[config.mk]
export PLATFORM = sky130hd
export DESIGN_NAME = dual_timer
export DESIGN_NICKNAME = d
export VERILOG_FILES = /design/src/core/timer_pkg.sv /design/src/core/dual_timer.sv
export VERILOG_INCLUDE_DIRS = /design/src /design/src/core
export SDC_FILE = /design/constraint.sdc
export NUM_CORES = 1
export LEC_CHECK = 0
export ABC_AREA = 1
export ABC_CLOCK_PERIOD_IN_PS = 1750
export BUFFER_PORTS_ARGS = -buffer_cell sky130_fd_sc_hd__buf_2
export CORE_MARGIN = 2
export CORE_UTILIZATION = 25
export DETAILED_ROUTE_END_ITERATION = 16
export PLACE_DENSITY = 0.42
export SYNTH_ARGS = -nofsm -noshare
export SYNTH_HDL_FRONTEND = slang
export SYNTH_SLANG_ARGS = --single-unit
[constraint.sdc]
create_clock -name clk_i -period 1.75 [get_ports clk_i]
set_input_delay 0.0875 -clock clk_i [delete_from_list [all_inputs] [get_ports clk_i]]
set_output_delay 0.0875 -clock clk_i [all_outputs]
set_load 0.02 [all_outputs]
[src/core/timer_regs.svh]
`ifndef TIMER_REGS_SVH
`define TIMER_REGS_SVH

// register indices; byte address is four times the index
`define CTRL_IDX 8'h88
`define MODE_IDX 8'h89
`define A_LOW_IDX 8'h8a
`define B_LOW_IDX 8'h8b
`define A_HIGH_IDX 8'h8c
`define B_HIGH_IDX 8'h8d
`define SPEED_IDX 8'h8e

// control register bit positions
`define CTRL_B_FLAG 7
`define CTRL_B_RUN 6
`define CTRL_A_FLAG 5
`define CTRL_A_RUN 4

// mode register: one nibble per unit
`define MODE_A_LSB 0
`define MODE_B_LSB 4

// speed register bit positions
`define SPEED_A_BIT 3
`define SPEED_B_BIT 4

// reset values
`define RESET_BYTE 8'h00
`define RESET_BIT 1'b0

// prescaler divide ratios, in system clocks per count
`define DIV_SLOW 12
`define DIV_FAST 4

`endif

[src/core/timer_pkg.sv]
package timer_pkg;

  typedef enum logic [1:0] {
    MODE_13,
    MODE_16,
    MODE_RELOAD,
    MODE_SPLIT
  } mode_t;

  // one nibble of the mode register
  typedef struct packed {
    logic gate;
    logic ext;
    mode_t mode;
  } unit_cfg_t;

  typedef struct packed {
    logic [7:0] hi;
    logic [7:0] lo;
  } count_t;

  typedef struct packed {
    count_t c;
    logic ovf;
  } step_t;

endpackage

[src/core/dual_timer.sv]
// Function
// - 13-bit count: high byte plus low five
// - 13-bit: low bit four falling bumps high
// - 13-bit wrap to zero sets flag
// - count only when run and gate allows, except split high byte: no gate
// - source: prescaled clock or count pin falls
// - 16-bit wrap to zero sets flag
// - reload mode: low counts, high holds reload
// - low wrap sets flag, reloads from high
// - only unit b drives baud tick
// - unit b split mode freezes its count
// - unit a split: low byte keeps a controls
// - split low byte: prescaled or pin edges
// - split high byte: prescaled, b run, b flag
// - unit b in split: no run, no flag
// - unit b stays baud source meanwhile
// - four count bytes readable, writable, reset zero
// - speed select: twelfth or quarter clock
// - two-bit mode field selects four modes
// - isr entry clears flag, software sets/clears
// - run clear halts and keeps count
`timescale 1ns/1ns
`include "timer_regs.svh"

module dual_timer
  import timer_pkg::*;
#(
  parameter int DIV_SLOW = `DIV_SLOW,
  parameter int DIV_FAST = `DIV_FAST
)
(
  // system
  input wire logic clk_i,
  input wire logic rst_i,
  // wishbone slave
  input wire logic cyc_i,
  input wire logic stb_i,
  input wire logic we_i,
  input wire logic [9:0] adr_i,
  input wire logic [3:0] sel_i,
  input wire logic [31:0] dat_i,
  output logic [31:0] dat_o,
  output logic ack_o,
  // external pins
  input wire logic unit_a_gate_pin_i,
  input wire logic unit_b_gate_pin_i,
  input wire logic unit_a_count_pin_i,
  input wire logic unit_b_count_pin_i,
  // interrupt service entry
  input wire logic unit_a_isr_enter_i,
  input wire logic unit_b_isr_enter_i,
  // status
  output logic unit_a_overflow_flag_o,
  output logic unit_b_overflow_flag_o,
  output logic baud_tick_o
);

  if (DIV_FAST < 1 || DIV_SLOW > 16 || DIV_SLOW < DIV_FAST ||
      (DIV_SLOW % DIV_FAST) != 0)
  begin : bad_div
    $error("prescaler ratios unusable");
  end

  localparam logic [3:0] SLOW_LAST = 4'(DIV_SLOW - 1);
  localparam logic [3:0] FAST_DIV = 4'(DIV_FAST);
  localparam logic [3:0] FAST_LAST = 4'(DIV_FAST - 1);

  // one count step of a unit in its mode
  function automatic step_t step(input mode_t mode, input count_t c);
    step_t s;
    s.c = c;
    s.ovf = 1'b0;
    case (mode)
      MODE_13:
      begin
        // upper three low bits are left as they are
        s.c.lo[4:0] = c.lo[4:0] + 5'h01;
        if (c.lo[4:0] == 5'h1f)
        begin
          s.c.hi = c.hi + 8'h01;
          s.ovf = (c.hi == 8'hff);
        end
      end
      MODE_16:
      begin
        s.c = count_t'(c + 16'h0001);
        s.ovf = (c == 16'hffff);
      end
      MODE_RELOAD:
      begin
        if (c.lo == 8'hff)
        begin
          s.c.lo = c.hi;
          s.ovf = 1'b1;
        end
        else
        begin
          s.c.lo = c.lo + 8'h01;
        end
      end
      default:
      begin
        s.c.lo = c.lo + 8'h01;
        s.ovf = (c.lo == 8'hff);
      end
    endcase
    return s;
  endfunction

  // count source of one byte counter
  function automatic logic pick_tick(input logic ext,
    input logic fast, input logic fall,
    input logic t_slow, input logic t_fast);
    if (ext)
    begin
      return fall;
    end
    return fast ? t_fast : t_slow;
  endfunction

  logic [3:0] pre_cnt;
  logic t_slow;
  logic t_fast;
  logic [1:0] pin_meta;
  logic [1:0] pin_sync;
  logic [1:0] pin_prev;
  logic [1:0] pin_fall;
  logic [7:0] mode_reg;
  logic run_a;
  logic run_b;
  logic flag_a;
  logic flag_b;
  logic speed_a;
  logic speed_b;
  count_t cnt_a;
  count_t cnt_b;
  unit_cfg_t cfg_a;
  unit_cfg_t cfg_b;
  logic split;
  step_t step_a;
  step_t step_b;
  logic en_a;
  logic en_ah;
  logic en_b;
  logic set_a;
  logic set_b;
  logic ovf_b;
  logic req;
  logic wr;
  logic [7:0] idx;
  logic [7:0] wbyte;
  logic [7:0] rbyte;
  logic wr_a_lo;
  logic wr_a_hi;
  logic wr_b_lo;
  logic wr_b_hi;

  // shared prescaler; the fast tick lands on every DIV_FAST-th clock
  always_ff @(posedge clk_i)
  begin
    if (rst_i || t_slow)
    begin
      pre_cnt <= 4'h0;
    end
    else
    begin
      pre_cnt <= pre_cnt + 4'h1;
    end
  end

  assign t_slow = (pre_cnt == SLOW_LAST);
  assign t_fast = ((pre_cnt % FAST_DIV) == FAST_LAST);

  always_ff @(posedge clk_i)
  begin
    if (rst_i)
    begin
      pin_meta <= 2'h3;
      pin_sync <= 2'h3;
      pin_prev <= 2'h3;
    end
    else
    begin
      pin_meta <= {unit_b_count_pin_i, unit_a_count_pin_i};
      pin_sync <= pin_meta;
      pin_prev <= pin_sync;
    end
  end

  assign pin_fall = pin_prev & ~pin_sync;

  assign cfg_a = unit_cfg_t'(mode_reg[`MODE_A_LSB +: 4]);
  assign cfg_b = unit_cfg_t'(mode_reg[`MODE_B_LSB +: 4]);
  assign split = (cfg_a.mode == MODE_SPLIT);

  assign step_a = step(cfg_a.mode, cnt_a);
  assign step_b = step(cfg_b.mode, cnt_b);

  // low byte keeps unit a controls in split
  assign en_a = run_a && (!cfg_a.gate || unit_a_gate_pin_i) &&
    pick_tick(cfg_a.ext, speed_a, pin_fall[0], t_slow, t_fast);

  // split high byte: prescaled, unit b run bit
  assign en_ah = split && run_b &&
    pick_tick(1'b0, speed_a, 1'b0, t_slow, t_fast);

  // no run bit while unit a is split
  assign en_b = (cfg_b.mode != MODE_SPLIT) && (split || run_b) &&
    (!cfg_b.gate || unit_b_gate_pin_i) &&
    pick_tick(cfg_b.ext, speed_b, pin_fall[1], t_slow, t_fast);

  assign set_a = en_a && step_a.ovf;
  assign ovf_b = en_b && step_b.ovf;

  // in split, high byte owns unit b flag
  // and unit b overflow reaches no flag
  assign set_b = split ? (en_ah && cnt_a.hi == 8'hff) : ovf_b;

  // wishbone decode; one request per ack
  assign req = cyc_i && stb_i && !ack_o;
  assign idx = adr_i[9:2];
  assign wr = req && we_i && sel_i[0];
  assign wbyte = dat_i[7:0];
  assign wr_a_lo = wr && (idx == `A_LOW_IDX);
  assign wr_a_hi = wr && (idx == `A_HIGH_IDX);
  assign wr_b_lo = wr && (idx == `B_LOW_IDX);
  assign wr_b_hi = wr && (idx == `B_HIGH_IDX);

  // read mux, unmapped reads as zero
  always_comb
  begin
    case (idx)
      `CTRL_IDX: rbyte = {flag_b, run_b, flag_a, run_a, 4'h0};
      `MODE_IDX: rbyte = mode_reg;
      `A_LOW_IDX: rbyte = cnt_a.lo;
      `B_LOW_IDX: rbyte = cnt_b.lo;
      `A_HIGH_IDX: rbyte = cnt_a.hi;
      `B_HIGH_IDX: rbyte = cnt_b.hi;
      `SPEED_IDX: rbyte = {3'h0, speed_b, speed_a, 3'h0};
      default: rbyte = 8'h00;
    endcase
  end

  always_ff @(posedge clk_i)
  begin
    if (rst_i)
    begin
      ack_o <= 1'b0;
      dat_o <= 32'h0000_0000;
    end
    else
    begin
      ack_o <= req;
      if (req)
      begin
        dat_o <= {24'h00_0000, rbyte};
      end
    end
  end

  // configuration registers
  always_ff @(posedge clk_i)
  begin
    if (rst_i)
    begin
      mode_reg <= `RESET_BYTE;
      run_a <= `RESET_BIT;
      run_b <= `RESET_BIT;
      speed_a <= `RESET_BIT;
      speed_b <= `RESET_BIT;
    end
    else if (wr)
    begin
      case (idx)
        `MODE_IDX: mode_reg <= wbyte;
        `CTRL_IDX:
        begin
          run_a <= wbyte[`CTRL_A_RUN];
          run_b <= wbyte[`CTRL_B_RUN];
        end
        `SPEED_IDX:
        begin
          speed_a <= wbyte[`SPEED_A_BIT];
          speed_b <= wbyte[`SPEED_B_BIT];
        end
        default:
        begin
        end
      endcase
    end
  end

  // flags: a hardware set beats any same-cycle clear
  always_ff @(posedge clk_i)
  begin
    if (rst_i)
    begin
      flag_a <= `RESET_BIT;
      flag_b <= `RESET_BIT;
    end
    else
    begin
      if (wr && idx == `CTRL_IDX)
      begin
        flag_a <= wbyte[`CTRL_A_FLAG];
        flag_b <= wbyte[`CTRL_B_FLAG];
      end
      if (unit_a_isr_enter_i)
      begin
        flag_a <= 1'b0;
      end
      if (unit_b_isr_enter_i)
      begin
        flag_b <= 1'b0;
      end
      if (set_a)
      begin
        flag_a <= 1'b1;
      end
      if (set_b)
      begin
        flag_b <= 1'b1;
      end
    end
  end

  // unit a count; a software write wins over a count step
  always_ff @(posedge clk_i)
  begin
    if (rst_i)
    begin
      cnt_a <= {`RESET_BYTE, `RESET_BYTE};
    end
    else
    begin
      if (en_a)
      begin
        cnt_a <= step_a.c;
      end
      if (en_ah)
      begin
        cnt_a.hi <= cnt_a.hi + 8'h01;
      end
      if (wr_a_lo)
      begin
        cnt_a.lo <= wbyte;
      end
      if (wr_a_hi)
      begin
        cnt_a.hi <= wbyte;
      end
    end
  end

  // unit b count
  always_ff @(posedge clk_i)
  begin
    if (rst_i)
    begin
      cnt_b <= {`RESET_BYTE, `RESET_BYTE};
    end
    else
    begin
      if (en_b)
      begin
        cnt_b <= step_b.c;
      end
      if (wr_b_lo)
      begin
        cnt_b.lo <= wbyte;
      end
      if (wr_b_hi)
      begin
        cnt_b.hi <= wbyte;
      end
    end
  end

  // baud tick from unit b only
  always_ff @(posedge clk_i)
  begin
    if (rst_i)
    begin
      baud_tick_o <= 1'b0;
    end
    else
    begin
      baud_tick_o <= ovf_b;
    end
  end

  assign unit_a_overflow_flag_o = flag_a;
  assign unit_b_overflow_flag_o = flag_b;
endmodule

==> run summary, run 1 <==
Status - complete, no violations
Worst-skew pair later-pin latency - 0.34 ns
Pre-CTS setup slack - -0.0772 ns
Maximum fanout encountered on the critical timing path - 5
Top-level I/O count - 93
DRT iter0 DRCs - 300
Die area - 20300 µm²
Path type of the worst min-delay path - in2reg
Predominant post-synthesis flop cell - sky130_fd_sc_hd__dfxtp_1
First-pass detailed-route iteration total - 5
Fraction of layout cells with a size suffix above 1 - 25.6%
RSZ-0062 raised after global routing - yes
Non-filler cells in the finished layout - 1110
Number of clock sinks seen by CTS - 66
Width of the chip - 142 µm
Core area - 18800 µm²
Cell internal pwr - 3.05 mW
Switching power share of the total - 23.3%
DR vias/cell - 4.57
PortBufs - 39
Clock skew - 0.0104 ns
Count of placed standard cells including taps - 1086
Post-Synthesis Mean Instance Area - 6.26 µm²
Most frequent standard cell in the layout excluding fill and tap cells - sky130_fd_sc_hd__nand2_1
Wire length of the first global-routing pass - 26700 µm
Overall routed net length - 17500 µm
Element type at the critical path start - flip-flop
Classification of the worst setup path - reg2reg
Period Utilization, post-route - 99.0%
Gp weighted congestion - 0.901
Vias in the first global route - 4735
Clk pwr share - 55.4%
Synthesized area - 4790 µm²
Worst Reg-to-Reg Cells - 12
GRT Resource Usage Total - 17.5%
Clk pin slew, worst setup/hold paths - 0.06 ns
Sequential fraction of design power - 38.2%
Timing-limited maximum frequency - 0.577 GHz
Instance count along the most critical hold path - 4
Die height - 142 µm
Maximum capacitance violations - 0
Critical Path End Type - flip-flop
Number of buffers created by CTS - 9
Clock tree from TritonCTS - yes
Lkg Pwr - 2.82 nW
Dpl hpwl - 13400 µm
Data arrival time at the worst-slack endpoint - 1.96 ns
H-tree depth - 3
Switching power summed over all nets - 0.925 mW
Final Power - 3.98 mW
Hold slack final - 0.0318 ns
Cells after Synth - 766
Top flop regs - cnt_a (16), cnt_b (16)
Maximum number of pins on one net before global-route repair - 34
Final Critical Period - 1.73 ns
Register bit total from synthesis - 66
Area growth syn-to-layout - 30.2%
Congestion Overflow GR - 0
Antenna Violating Nets Remaining - 0
Clock tree root driver cell - sky130_fd_sc_hd__clkbuf_16
Fin nets - 945
Starting Density - 25.5%
Number of setup violations in the final report - 0
Vias after detailed routing - 5071
Number of placement rows - 50
Yosys warning total - 0
Combinational Power Share - 6.4%
Buffer depth of the longest clock path - 2
Residual DRC count - 0
Commonest non-fill, non-tap cells in the layout - sky130_fd_sc_hd__nand2_1, sky130_fd_sc_hd__nor2_1, sky130_fd_sc_hd__inv_1
Number of antenna violations at the first check in global routing - 0
Cell Pwr Density - 637 nW/µm²
Distinct cell type count of the synthesized netlist - 38
Async SR Flop Fraction - 0%
Number of antenna diodes - 0
Drt wl/cell - 15.8 µm
Worst voltage drop across the vdd grid - 405 µV
Final setup margin - 0.0171 ns
Register area share after synthesis - 27.6%
Final core utilization - 33.2%
Final-layout fill cell count - 2086
Number of max-slew violations in the final report - 0
Number of enable flip-flop cells after synthesis - 0
Endpoint required time on the critical path - 1.98 ns
Final Hold Viols - 0
==> power by group through the flow <==
stage | sequential (mW) | combinational, mW | clock, mW
5_1_grt | 1.52 | 0.278 | 2.30
6_report | 1.52 | 0.254 | 2.20
3_5_place_dp | 1.55 | 0.250 | 0
4_1_cts | 1.52 | 0.255 | 2.26
3_3_place_gp | 1.55 | 0.252 | 0
2_1_floorplan | 1.55 | 0.177 | 0
==> path summary, 6_finish.rpt <==
path	startpoint	slack, ns	to
max	cnt_a[1]$_SDFFE_PP0P_	0.02	cnt_a[12]$_SDFFE_PP0P_
min	unit_a_isr_enter_i	0.03	unit_a_overflow_flag_o$_SDFFE_PP0P_
max reg2reg	cnt_a[1]$_SDFFE_PP0P_	0.02	cnt_a[12]$_SDFFE_PP0P_
min reg2reg	pin_meta[0]$_SDFF_PP1_	0.41	pin_sync[0]$_SDFF_PP1_
==> through the flow <==
stage | setup TNS [ns] | instance area, µm²
after CTS | -0.00446 | 6060
final | 0 | 6240
after global routing | -0.627 | 6240
after detailed placement | -0.460 | 5560
after floorplan | 0 | 4880
after global placement | -0.0527 | 5560
==> layout make-up <==
cell class / count / area, µm² / area share [%]
multi-input cells: 590 / 3190 / 51.1
flip-flops and latches: 66 / 1330 / 21.3
repair buffers: 105 / 696 / 11.1
inverters: 99 / 379 / 6.08
well taps: 234 / 293 / 4.69
clock buffers: 12 / 256 / 4.11
clock inverters: 4 / 97.6 / 1.56
==> critical path: stages, from the launching register on <==
cell	delay, ns
sky130_fd_sc_hd__dfxtp_2	0.35
sky130_fd_sc_hd__ha_4	0.15
sky130_fd_sc_hd__nand2_4	0.06
sky130_fd_sc_hd__nor2_4	0.11
sky130_fd_sc_hd__ha_4	0.15
sky130_fd_sc_hd__inv_2	0.04
sky130_fd_sc_hd__a21oi_2	0.15
sky130_fd_sc_hd__nand3_2	0.16
sky130_fd_sc_hd__nand2_4	0.18
sky130_fd_sc_hd__and2_4	0.15
sky130_fd_sc_hd__nand2_2	0.03
sky130_fd_sc_hd__nand2_1	0.05
sky130_fd_sc_hd__nor2_1	0.04
==> metal layers <==
metal | GRT usage, % | share of wire (%) | up-vias | routed length, µm
met4 | 5.05 | 1.7 | 0 | 303
met2 | 27.8 | 45 | 125 | 7890
met1 | 24.2 | 49 | 2297 | 8550
met3 | 3.03 | 4.5 | 19 | 796
met5 | 0 | 0 | - | 0
li1 | - | - | 2630 | -
==> logic make-up (layout without fill, tap and decap cells) <==
logic type / Yosys count / after routing / share of synthesized area [%]
AND/OR/NAND/NOR: 415 / 416 / 39.0
buffers and inverters: 134 / 220 / 12.9
adder cells (fa/ha/maj): 17 / 17 / 4.44
other: 1 / 24 / 0.0783
AO/OA/AOI/OAI: 121 / 121 / 13.8
flip-flops: 66 / 66 / 27.6
XOR/XNOR: 12 / 12 / 2.19
==> timing repair <==
action	CTS	global route
cloned	1	0
buffers inserted	4	1
resized for setup	27	48
setup endpoints to repair	14	33
hold buffers	2	0
pin swaps	8	22
endpoints found under the hold margin	2	0
==> Yosys cell counts, types with 2 or more instances <==
cell type | n | area share, %
sky130_fd_sc_hd__nand3_2 | 2 | 0.42
sky130_fd_sc_hd__nand2_1 | 195 | 15
sky130_fd_sc_hd__inv_2 | 11 | 0.86
sky130_fd_sc_hd__a21oi_2 | 2 | 0.37
sky130_fd_sc_hd__o22ai_1 | 7 | 0.91
sky130_fd_sc_hd__nand3_1 | 60 | 6.3
sky130_fd_sc_hd__xor2_1 | 11 | 2.0
sky130_fd_sc_hd__buf_6 | 3 | 0.70
sky130_fd_sc_hd__o21ai_1 | 5 | 0.52
sky130_fd_sc_hd__dfxtp_1 | 66 | 28
sky130_fd_sc_hd__nand2_4 | 3 | 0.70
sky130_fd_sc_hd__nor2_1 | 103 | 8.1
sky130_fd_sc_hd__nand4_1 | 9 | 1.2
sky130_fd_sc_hd__nor2_4 | 5 | 1.2
sky130_fd_sc_hd__clkbuf_1 | 7 | 0.55
sky130_fd_sc_hd__a21oi_1 | 53 | 5.5
sky130_fd_sc_hd__o21ai_0 | 41 | 4.3
sky130_fd_sc_hd__inv_1 | 87 | 6.8
sky130_fd_sc_hd__or2_2 | 5 | 0.65
sky130_fd_sc_hd__o211ai_1 | 3 | 0.47
sky130_fd_sc_hd__buf_4 | 24 | 3.8
sky130_fd_sc_hd__ha_1 | 17 | 4.4
sky130_fd_sc_hd__o221ai_1 | 3 | 0.55
sky130_fd_sc_hd__nor2_2 | 9 | 1.2
sky130_fd_sc_hd__a31oi_1 | 4 | 0.52
sky130_fd_sc_hd__nand2_2 | 9 | 1.2
sky130_fd_sc_hd__nor2_8 | 3 | 1.3
sky130_fd_sc_hd__nor3_1 | 9 | 0.94
Note: power is estimated with default switching activity, not from simulation.
==> run 2: changes to the inputs <==
--- a/config.mk
+++ b/config.mk
@@ -7,12 +7,13 @@
 export NUM_CORES = 1
 export LEC_CHECK = 0
 export ABC_AREA = 1
-export ABC_CLOCK_PERIOD_IN_PS = 1750
+export ABC_CLOCK_PERIOD_IN_PS = 1900
 export BUFFER_PORTS_ARGS = -buffer_cell sky130_fd_sc_hd__buf_2
+export CAP_MARGIN = 0
 export CORE_MARGIN = 2
 export CORE_UTILIZATION = 25
 export DETAILED_ROUTE_END_ITERATION = 16
-export PLACE_DENSITY = 0.42
+export PLACE_DENSITY = 0.4
 export SYNTH_ARGS = -nofsm -noshare
 export SYNTH_HDL_FRONTEND = slang
 export SYNTH_SLANG_ARGS = --single-unit
==> constraint.sdc (replaced) <==
create_clock -name clk_i -period 1.9 [get_ports clk_i]
set_input_delay 0.095 -clock clk_i [delete_from_list [all_inputs] [get_ports clk_i]]
set_output_delay 0.095 -clock clk_i [all_outputs]
set_load 0.02 [all_outputs]
==> run 2 against run 1 <==
  * Count of clock-buffer cells in the layout is the same
  * Global-route usage grew 0.27 points
  * Worst setup slack gained 0.066 ns
  * Clock power decreased by 19%
  * Sequential cell count unchanged
  * Combinational power is 10% lower
  * Clock skew down 0.0028 ns
  * Power shrank 14%
  * Utilization is 2.6 points lower
  * Maximum frequency shrank 4.6%
  * Sequential share of layout area increased by 1.8 points
  * Critical endpoint is now cnt_a[14]$_SDFFE_PP0P_
==> run summary, run 2 (synthesis results as in run 1) <==
Count of placed standard cells including taps - 1058 (was 1086)
Non-filler cells in the finished layout - 1077 (was 1110)
Worst-path cell chain - ha_2, nand2_1, nor2_2, ha_2, inv_1, a21oi_1, nand3_1, nand2_4, inv_4, nor2_1, nand2_1, a21oi_2 (was ha_4, nand2_4, nor2_4, ha_4, inv_2, a21oi_2, nand3_2, nand2_4, and2_4, nand2_2, nand2_1, nor2_1)
Commonest non-fill, non-tap cells in the layout - sky130_fd_sc_hd__nand2_1, sky130_fd_sc_hd__nor2_1, sky130_fd_sc_hd__inv_1 (unchanged)
Dpl cell area - 5350 µm² (was 5560 µm²)
PortBufs - 39 (unchanged)
Period Utilization, post-route - 95.6% (was 99.0%)
Maximum capacitance violations - 0 (unchanged)
Die height - 142 µm (unchanged)
Combinational Power Share - 6.7% (was 6.4%)
Congestion Overflow GR - 0 (unchanged)
Crit path buf inv count - 2 (was 1)
Width of the chip - 142 µm (unchanged)
Starting Density - 25.5% (unchanged)
Final core utilization - 30.6% (was 33.2%)
Number of clock sinks seen by CTS - 66 (unchanged)
Die area - 20300 µm² (unchanged)
Vias after detailed routing - 4991 (was 5071)
Worst voltage drop across the vdd grid - 414 µV (was 405 µV)
Number of placement rows - 50 (unchanged)
Status - complete, no violations (unchanged)
Classification of the worst setup path - reg2reg (unchanged)
DR vias/cell - 4.63 (was 4.57)
Footprint of the multi-input gates - 2990 µm² (was 3190 µm²)
Switching power summed over all nets - 0.877 mW (was 0.925 mW)
Top-level I/O count - 93 (unchanged)
Vias in the first global route - 4678 (was 4735)
Area growth syn-to-layout - 19.9% (was 30.2%)
Worst-skew pair later-pin latency - 0.35 ns (was 0.34 ns)
Hold slack final - 0.0759 ns (was 0.0318 ns)
Sequential fraction of design power - 41.0% (was 38.2%)
Switching power share of the total - 25.7% (was 23.3%)
Number of antenna violations at the first check in global routing - 0 (unchanged)
H-tree depth - 3 (unchanged)
Cell Pwr Density - 594 nW/µm² (was 637 nW/µm²)
Number of antenna diodes - 0 (unchanged)
Number of buffers created by CTS - 9 (unchanged)
Element type at the critical path start - flip-flop (unchanged)
Clk pwr share - 52.3% (was 55.4%)
Clk pin slew, worst setup/hold paths - 0.06 ns (about the same)
Fin nets - 912 (was 945)
Wire length of the first global-routing pass - 26900 µm (was 26700 µm)
Lkg Pwr - 2.56 nW (was 2.82 nW)
Final Hold Viols - 0 (unchanged)
Endpoint required time on the critical path - 2.19 ns (was 1.98 ns)
Dpl hpwl - 13800 µm (was 13400 µm)
Slowest cell delay on critical path - 0.33 ns (was 0.35 ns)
Maximum number of pins on one net before global-route repair - 34 (unchanged)
Data arrival time at the worst-slack endpoint - 2.10 ns (was 1.96 ns)
Core area - 18800 µm² (unchanged)
RSZ-0062 raised after global routing - yes (unchanged)
Clock tree from TritonCTS - yes (unchanged)
Clock skew - 0.00765 ns (was 0.0104 ns)
Timing-limited maximum frequency - 0.550 GHz (was 0.577 GHz)
GRT Resource Usage Total - 17.7% (was 17.5%)
Number of max-slew violations in the final report - 0 (unchanged)
Maximum fanout encountered on the critical timing path - 9 (was 5)
Drt wl/cell - 16.3 µm (was 15.8 µm)
Final Power - 3.41 mW (was 3.98 mW)
Final-layout fill cell count - 2109 (was 2086)
Gp weighted congestion - 0.848 (was 0.901)
First-pass detailed-route iteration total - 5 (unchanged)
Clock tree root driver cell - sky130_fd_sc_hd__clkbuf_16 (unchanged)
Area taken by flip-flops and latches - 1330 µm² (about the same)
Number of setup violations in the final report - 0 (unchanged)
Fraction of layout cells with a size suffix above 1 - 18.6% (was 25.6%)
DRT iter0 DRCs - 343 (was 300)
Cell internal pwr - 2.54 mW (was 3.05 mW)
Family with the most delay on the worst path - simple AND/OR/NAND/NOR gates (unchanged)
Area of all placed cells without fillers - 5750 µm² (was 6240 µm²)
Residual DRC count - 0 (unchanged)
Most frequent standard cell in the layout excluding fill and tap cells - sky130_fd_sc_hd__nand2_1 (unchanged)
Standard cell with the maximum stage delay on the critical path - sky130_fd_sc_hd__dfxtp_1 (was sky130_fd_sc_hd__dfxtp_2)
Critical Path End Type - flip-flop (unchanged)
Buffer depth of the longest clock path - 2 (unchanged)
Top flop regs - cnt_a (16), cnt_b (16) (unchanged)
Overall routed net length - 17600 µm (was 17500 µm)
Antenna Violating Nets Remaining - 0 (unchanged)
Final Critical Period - 1.82 ns (was 1.73 ns)
Path type of the worst min-delay path - in2reg (unchanged)
run 2: worst paths after layout:
path / depth (start not counted) / start / slack, ns / end
setup / recovery: 12 / cnt_a[0]$_SDFFE_PP0P_ / 0.08 / cnt_a[14]$_SDFFE_PP0P_
hold / removal: 4 / unit_a_isr_enter_i / 0.08 / unit_a_overflow_flag_o$_SDFFE_PP0P_
setup reg to reg: 12 / cnt_a[0]$_SDFFE_PP0P_ / 0.08 / cnt_a[14]$_SDFFE_PP0P_
hold reg to reg: 1 / pin_meta[0]$_SDFF_PP1_ / 0.41 / pin_sync[0]$_SDFF_PP1_
run 2: worst reg2reg max path: stages, from the launching register on:
cell and delay, ns:
sky130_fd_sc_hd__dfxtp_1 0.33, sky130_fd_sc_hd__ha_2 0.18, sky130_fd_sc_hd__nand2_1 0.08, sky130_fd_sc_hd__nor2_2 0.12, sky130_fd_sc_hd__ha_2 0.20, sky130_fd_sc_hd__inv_1 0.04
sky130_fd_sc_hd__a21oi_1 0.13, sky130_fd_sc_hd__nand3_1 0.16, sky130_fd_sc_hd__nand2_4 0.17, sky130_fd_sc_hd__inv_4 0.08, sky130_fd_sc_hd__nor2_1 0.09, sky130_fd_sc_hd__nand2_1 0.07
sky130_fd_sc_hd__a21oi_2 0.10
run 2: per-layer routing:
metal  part of all wire, %  up-vias  GRT usage (%)
li1                      -     2551              -
met1                    48     2285           23.8
met2                    45      135           28.9
met3                   5.0       20           3.40
met4                   1.9        0           5.11
met5                     0        -              0
run 2: timing repair:
item	4_1_cts	5_1_grt
setup endpoints to repair	0	25
hold buffers	2	0
buffers inserted	0	1
hold endpoints to repair	2	0
resized for setup	0	21
run 2: area by class of cell:
class,instances,area share (%)
Multi-Input combinational cell,589,52.0
Sequential cell,66,23.1
Timing Repair Buffer,73,7.92
Inverter,99,6.55
Tap cell,234,5.09
Clock buffer,12,4.46
Clock inverter,4,0.871
run 2: metrics by stage:
step | setup slack, ns | setup TNS [ns]
after floorplan | 0.196 | 0
after CTS | 0.00611 | 0
final | 0.0832 | 0
after global routing | -0.0426 | -0.143
after detailed placement | 0.0196 | 0
after global placement | 0.0643 | 0
run 2: power groups by stage:
stage               registers (mW)  logic, mW  clock network (mW)
floorplan                     1.43      0.163                   0
global placement              1.43      0.228                   0
detailed placement            1.43      0.228                   0
CTS                           1.40      0.231                1.83
global route                  1.40      0.249                1.87
finish                        1.40      0.228                1.79
==> run 3: changes to the inputs <==
--- a/config.mk
+++ b/config.mk
@@ -6,14 +6,15 @@
 export SDC_FILE = /design/constraint.sdc
 export NUM_CORES = 1
 export LEC_CHECK = 0
-export ABC_AREA = 1
 export ABC_CLOCK_PERIOD_IN_PS = 1900
 export BUFFER_PORTS_ARGS = -buffer_cell sky130_fd_sc_hd__buf_2
 export CAP_MARGIN = 0
+export CELL_PAD_IN_SITES_DETAIL_PLACEMENT = 1
+export CELL_PAD_IN_SITES_GLOBAL_PLACEMENT = 2
 export CORE_MARGIN = 2
 export CORE_UTILIZATION = 25
 export DETAILED_ROUTE_END_ITERATION = 16
-export PLACE_DENSITY = 0.4
+export PLACE_DENSITY = 0.63
 export SYNTH_ARGS = -nofsm -noshare
 export SYNTH_HDL_FRONTEND = slang
 export SYNTH_SLANG_ARGS = --single-unit
==> run 3 against run 2 <==
  * The run now ends with negative setup slack left
  * Cell count is 15% lower
  * Sequential cell count is the same
  * Highest routed layer unchanged
  * Die area shrank 5.7%
  * Critical path depth shrank 2
==> run summary, run 3 <==
Worst min-delay path startpoint - dat_i[1] (was unit_a_isr_enter_i)
Post-synthesis cell type with the largest combined area - sky130_fd_sc_hd__dfxtp_1 (unchanged)
Element type at the critical path start - flip-flop (unchanged)
Endpoint required time on the critical path - 2.16 ns (was 2.19 ns)
Commonest non-fill, non-tap cells in the layout - sky130_fd_sc_hd__buf_4, sky130_fd_sc_hd__nor2_1, sky130_fd_sc_hd__dfxtp_1 (was sky130_fd_sc_hd__nand2_1, sky130_fd_sc_hd__nor2_1, sky130_fd_sc_hd__inv_1)
Wire length of the first global-routing pass - 28900 µm (was 26900 µm)
Maximum capacitance violations - 0 (unchanged)
Gp weighted congestion - 0.876 (was 0.848)
Most frequent standard cell in the layout excluding fill and tap cells - sky130_fd_sc_hd__buf_4 (was sky130_fd_sc_hd__nand2_1)
Slack of the worst reg-to-reg path - -0.12 ns (was 0.08 ns)
Clk pin slew, worst setup/hold paths - 0.06 ns (about the same)
H-tree depth - 3 (unchanged)
DRT iter0 DRCs - 277 (was 343)
Path type of the worst min-delay path - in2reg (unchanged)
Antenna Violating Nets Remaining - 0 (unchanged)
Width of the chip - 138 µm (was 142 µm)
Dpl hpwl - 14500 µm (was 13800 µm)
Overall routed net length - 18900 µm (was 17600 µm)
RSZ-0062 raised after global routing - yes (unchanged)
Capture point of the worst reg-to-reg path - cnt_b[15]$_SDFFE_PP0P_ (was cnt_a[14]$_SDFFE_PP0P_)
Number of antenna diodes - 0 (unchanged)
Status - complete, but fails checks (was complete, no violations)
DR vias/cell - 5.19 (was 4.63)
Yosys warning total - 0 (unchanged)
Classification of the worst setup path - reg2reg (unchanged)
Final Hold Viols - 0 (unchanged)
Register bit total from synthesis - 66 (unchanged)
Top post-synthesis cells by area - sky130_fd_sc_hd__dfxtp_1, sky130_fd_sc_hd__nor2_1, sky130_fd_sc_hd__ha_1 (was sky130_fd_sc_hd__dfxtp_1, sky130_fd_sc_hd__nand2_1, sky130_fd_sc_hd__nor2_1)
Failing checks - negative setup slack
Cells after Synth - 559 (was 766)
Worst-skew pair later-pin latency - 0.35 ns (about the same)
Die area - 19100 µm² (was 20300 µm²)
Number of max-slew violations in the final report - 0 (unchanged)
Data arrival time at the worst-slack endpoint - 2.28 ns (was 2.10 ns)
Number of clock sinks seen by CTS - 66 (unchanged)
Switching power share of the total - 24.9% (was 25.7%)
Switching power summed over all nets - 0.878 mW (was 0.877 mW)
Worst R2R Start - cnt_b[1]$_SDFFE_PP0P_ (was cnt_a[0]$_SDFFE_PP0P_)
Final-layout fill cell count - 2123 (was 2109)
Final setup margin - -0.123 ns (was 0.0832 ns)
Cell Pwr Density - 562 nW/µm² (was 594 nW/µm²)
First-pass detailed-route iteration total - 5 (unchanged)
Register area share after synthesis - 29.3% (was 27.6%)
Async SR Flop Fraction - 0% (unchanged)
Congestion Overflow GR - 0 (unchanged)
Sequential fraction of design power - 39.8% (was 41.0%)
Worst-case hold path end point - cnt_b[9]$_SDFFE_PP0P_ (was unit_a_overflow_flag_o$_SDFFE_PP0P_)
Fin nets - 757 (was 912)
Clock tree from TritonCTS - yes (unchanged)
Vias after detailed routing - 4756 (was 4991)
Clock skew - 0.00787 ns (was 0.00765 ns)
Critical Path End Type - flip-flop (unchanged)
Number of enable flip-flop cells after synthesis - 0 (unchanged)
Vias in the first global route - 4945 (was 4678)
Core area - 17800 µm² (was 18800 µm²)
Buffer depth of the longest clock path - 2 (unchanged)
Most frequent cell after synthesis - sky130_fd_sc_hd__dfxtp_1 (was sky130_fd_sc_hd__nand2_1)
Number of buffers created by CTS - 9 (unchanged)
Lkg Pwr - 2.35 nW (was 2.56 nW)
Distinct cell type count of the synthesized netlist - 77 (was 38)
Top flop regs - cnt_a (16), cnt_b (16) (unchanged)
Combinational Power Share - 7.4% (was 6.7%)
Slew HR - 56.3%
Number of placement rows - 49 (was 50)
Post-Synthesis Mean Instance Area - 8.07 µm² (was 6.26 µm²)
Top cell type's share of synthesized area - 29.3% (was 27.6%)
Number of antenna violations at the first check in global routing - 0 (unchanged)
Area of all placed cells without fillers - 6290 µm² (was 5750 µm²)
Clk pwr share - 52.7% (was 52.3%)
Area growth syn-to-layout - 39.4% (was 19.9%)
Number of setup violations in the final report - 16 (was 0)
Clock tree root driver cell - sky130_fd_sc_hd__clkbuf_16 (unchanged)
Predominant post-synthesis flop cell - sky130_fd_sc_hd__dfxtp_1 (unchanged)
Maximum fanout encountered on the critical timing path - 8 (was 9)
Top-level I/O count - 93 (unchanged)
Worst-path cell chain - ha_4, nand3_4, inv_2, ha_4, mux2i_4, nor4_4, o21ai_4, nor3_2, xnor2_1, a211oi_1 (was ha_2, nand2_1, nor2_2, ha_2, inv_1, a21oi_1, nand3_1, nand2_4, inv_4, nor2_1, nand2_1, a21oi_2)
Most used cell along the critical path - sky130_fd_sc_hd__ha_4
Die height - 138 µm (was 142 µm)
Period Utilization, post-route - 106% (was 95.6%)
Synthesized area - 4510 µm² (was 4790 µm²)
Standard cell with the maximum stage delay on the critical path - sky130_fd_sc_hd__dfxtp_4 (was sky130_fd_sc_hd__dfxtp_1)
Transition time at the pin with the least slew margin - 0.655 ns
Dpl cell area - 5550 µm² (was 5350 µm²)
Cell internal pwr - 2.66 mW (was 2.54 mW)
Drt wl/cell - 20.6 µm (was 16.3 µm)
Worst Reg-to-Reg Cells - 10 (was 12)
PortBufs - 39 (unchanged)
Worst voltage drop across the vdd grid - 437 µV (was 414 µV)
Residual DRC count - 0 (unchanged)
Starting Density - 25.3% (was 25.5%)
Hold slack final - 0.0580 ns (was 0.0759 ns)
Commonest cells in the synthesized netlist - sky130_fd_sc_hd__dfxtp_1, sky130_fd_sc_hd__nor2_1, sky130_fd_sc_hd__nand2_1 (was sky130_fd_sc_hd__nand2_1, sky130_fd_sc_hd__nor2_1, sky130_fd_sc_hd__inv_1)
GRT Resource Usage Total - 19.6% (was 17.7%)
Instance count along the most critical hold path - 3 (was 4)
Slowest cell delay on critical path - 0.35 ns (was 0.33 ns)
Fraction of layout cells with a size suffix above 1 - 36.3% (was 18.6%)
Timing-limited maximum frequency - 0.494 GHz (was 0.550 GHz)
Maximum number of pins on one net before global-route repair - 29 (was 34)
Final Critical Period - 2.02 ns (was 1.82 ns)
Setup TNS - -0.902 ns (was 0 ns)
==> run 3: how the worst max path moves through the flow <==
stage | slack, ns | start | end
2_1_floorplan | -0.02 | cnt_b[1]$_SDFFE_PP0P_ | cnt_b[13]$_SDFFE_PP0P_
5_1_grt | -0.23 | cnt_b[1]$_SDFFE_PP0P_ | cnt_b[13]$_SDFFE_PP0P_
6_report | -0.12 | cnt_b[1]$_SDFFE_PP0P_ | cnt_b[15]$_SDFFE_PP0P_
3_5_place_dp | -0.20 | cnt_b[1]$_SDFFE_PP0P_ | cnt_b[13]$_SDFFE_PP0P_
4_1_cts | -0.15 | cnt_b[1]$_SDFFE_PP0P_ | cnt_b[13]$_SDFFE_PP0P_
3_3_place_gp | -0.18 | cnt_b[1]$_SDFFE_PP0P_ | cnt_b[4]$_SDFFE_PP0P_
==> run 3: final cells by class <==
cell class / count / area [µm²] / share of cell area [%]
multi-input cells: 451 / 3280 / 52.2
flip-flops and latches: 66 / 1350 / 21.4
repair buffers: 143 / 1010 / 16.0
well taps: 229 / 287 / 4.56
clock buffers: 11 / 243 / 3.86
clock inverters: 5 / 77.6 / 1.23
inverters: 12 / 45.0 / 0.716
==> run 3: layer usage <==
layer  vias up  global-route usage, %  wire length (µm)  share of wire (%)
li1       2244                      -                 -                  -
met1      2384                   24.6              8230                 43
met2        97                   33.5              9370                 50
met3        31                   3.26               718                3.8
met4         0                   8.38               597                3.2
met5         -                      0                 0                  0
==> run 3: power by group through the flow <==
stage,Combinational [mW],Sequential (mW),Clock (mW)
CTS,0.260,1.41,1.91
floorplan,0.178,1.44,0
detailed placement,0.254,1.44,0
global placement,0.249,1.44,0
global route,0.285,1.41,1.95
finish,0.263,1.41,1.86
==> run 3: what timing repair did <==
action                                  in CTS  in global routing
gates cloned                                 0                  0
buffers inserted                             3                  5
resized for setup                           27                 42
pin swaps                                   29                 10
endpoints found under the hold margin        3                  0
endpoints found under the setup margin      27                 32
hold buffers                                 3                  0
==> run 3: kinds of logic (layout without fill, tap and decap cells) <==
group | after synthesis | count (layout) | synth area share [%]
flops | 66 | 66 | 29.3
mux | 23 | 23 | 6.44
buf+inv | 65 | 171 | 7.80
fa+ha+maj | 17 | 17 | 4.72
simple gates | 238 | 238 | 27.6
compound gates | 128 | 128 | 20.0
other cells | 1 | 24 | 0.0831
xor+xnor | 21 | 21 | 4.08
==> run 3: critical path, delay by kind of cell, from the launching register on <==
family | cells | cell delay, ns
AOI/OAI and AO/OA | 2 | 0.42
and+or+nand+nor | 3 | 0.60
DFF | 1 | 0.35
muxes | 1 | 0.08
xor gates and xnor gates | 1 | 0.10
adders and majority gates | 2 | 0.29
buffers and inverters | 1 | 0.07
==> run 3: stage by stage <==
stage	power (mW)	util, %	worst slack (ns)	cells
2_1_floorplan	1.62	-	-0.0160	582
3_3_place_gp	1.69	31.1	-0.175	890
3_5_place_dp	1.70	31.1	-0.196	890
4_1_cts	3.58	34.0	-0.152	912
5_1_grt	3.64	35.2	-0.230	917
6_report	3.53	35.2	-0.123	917
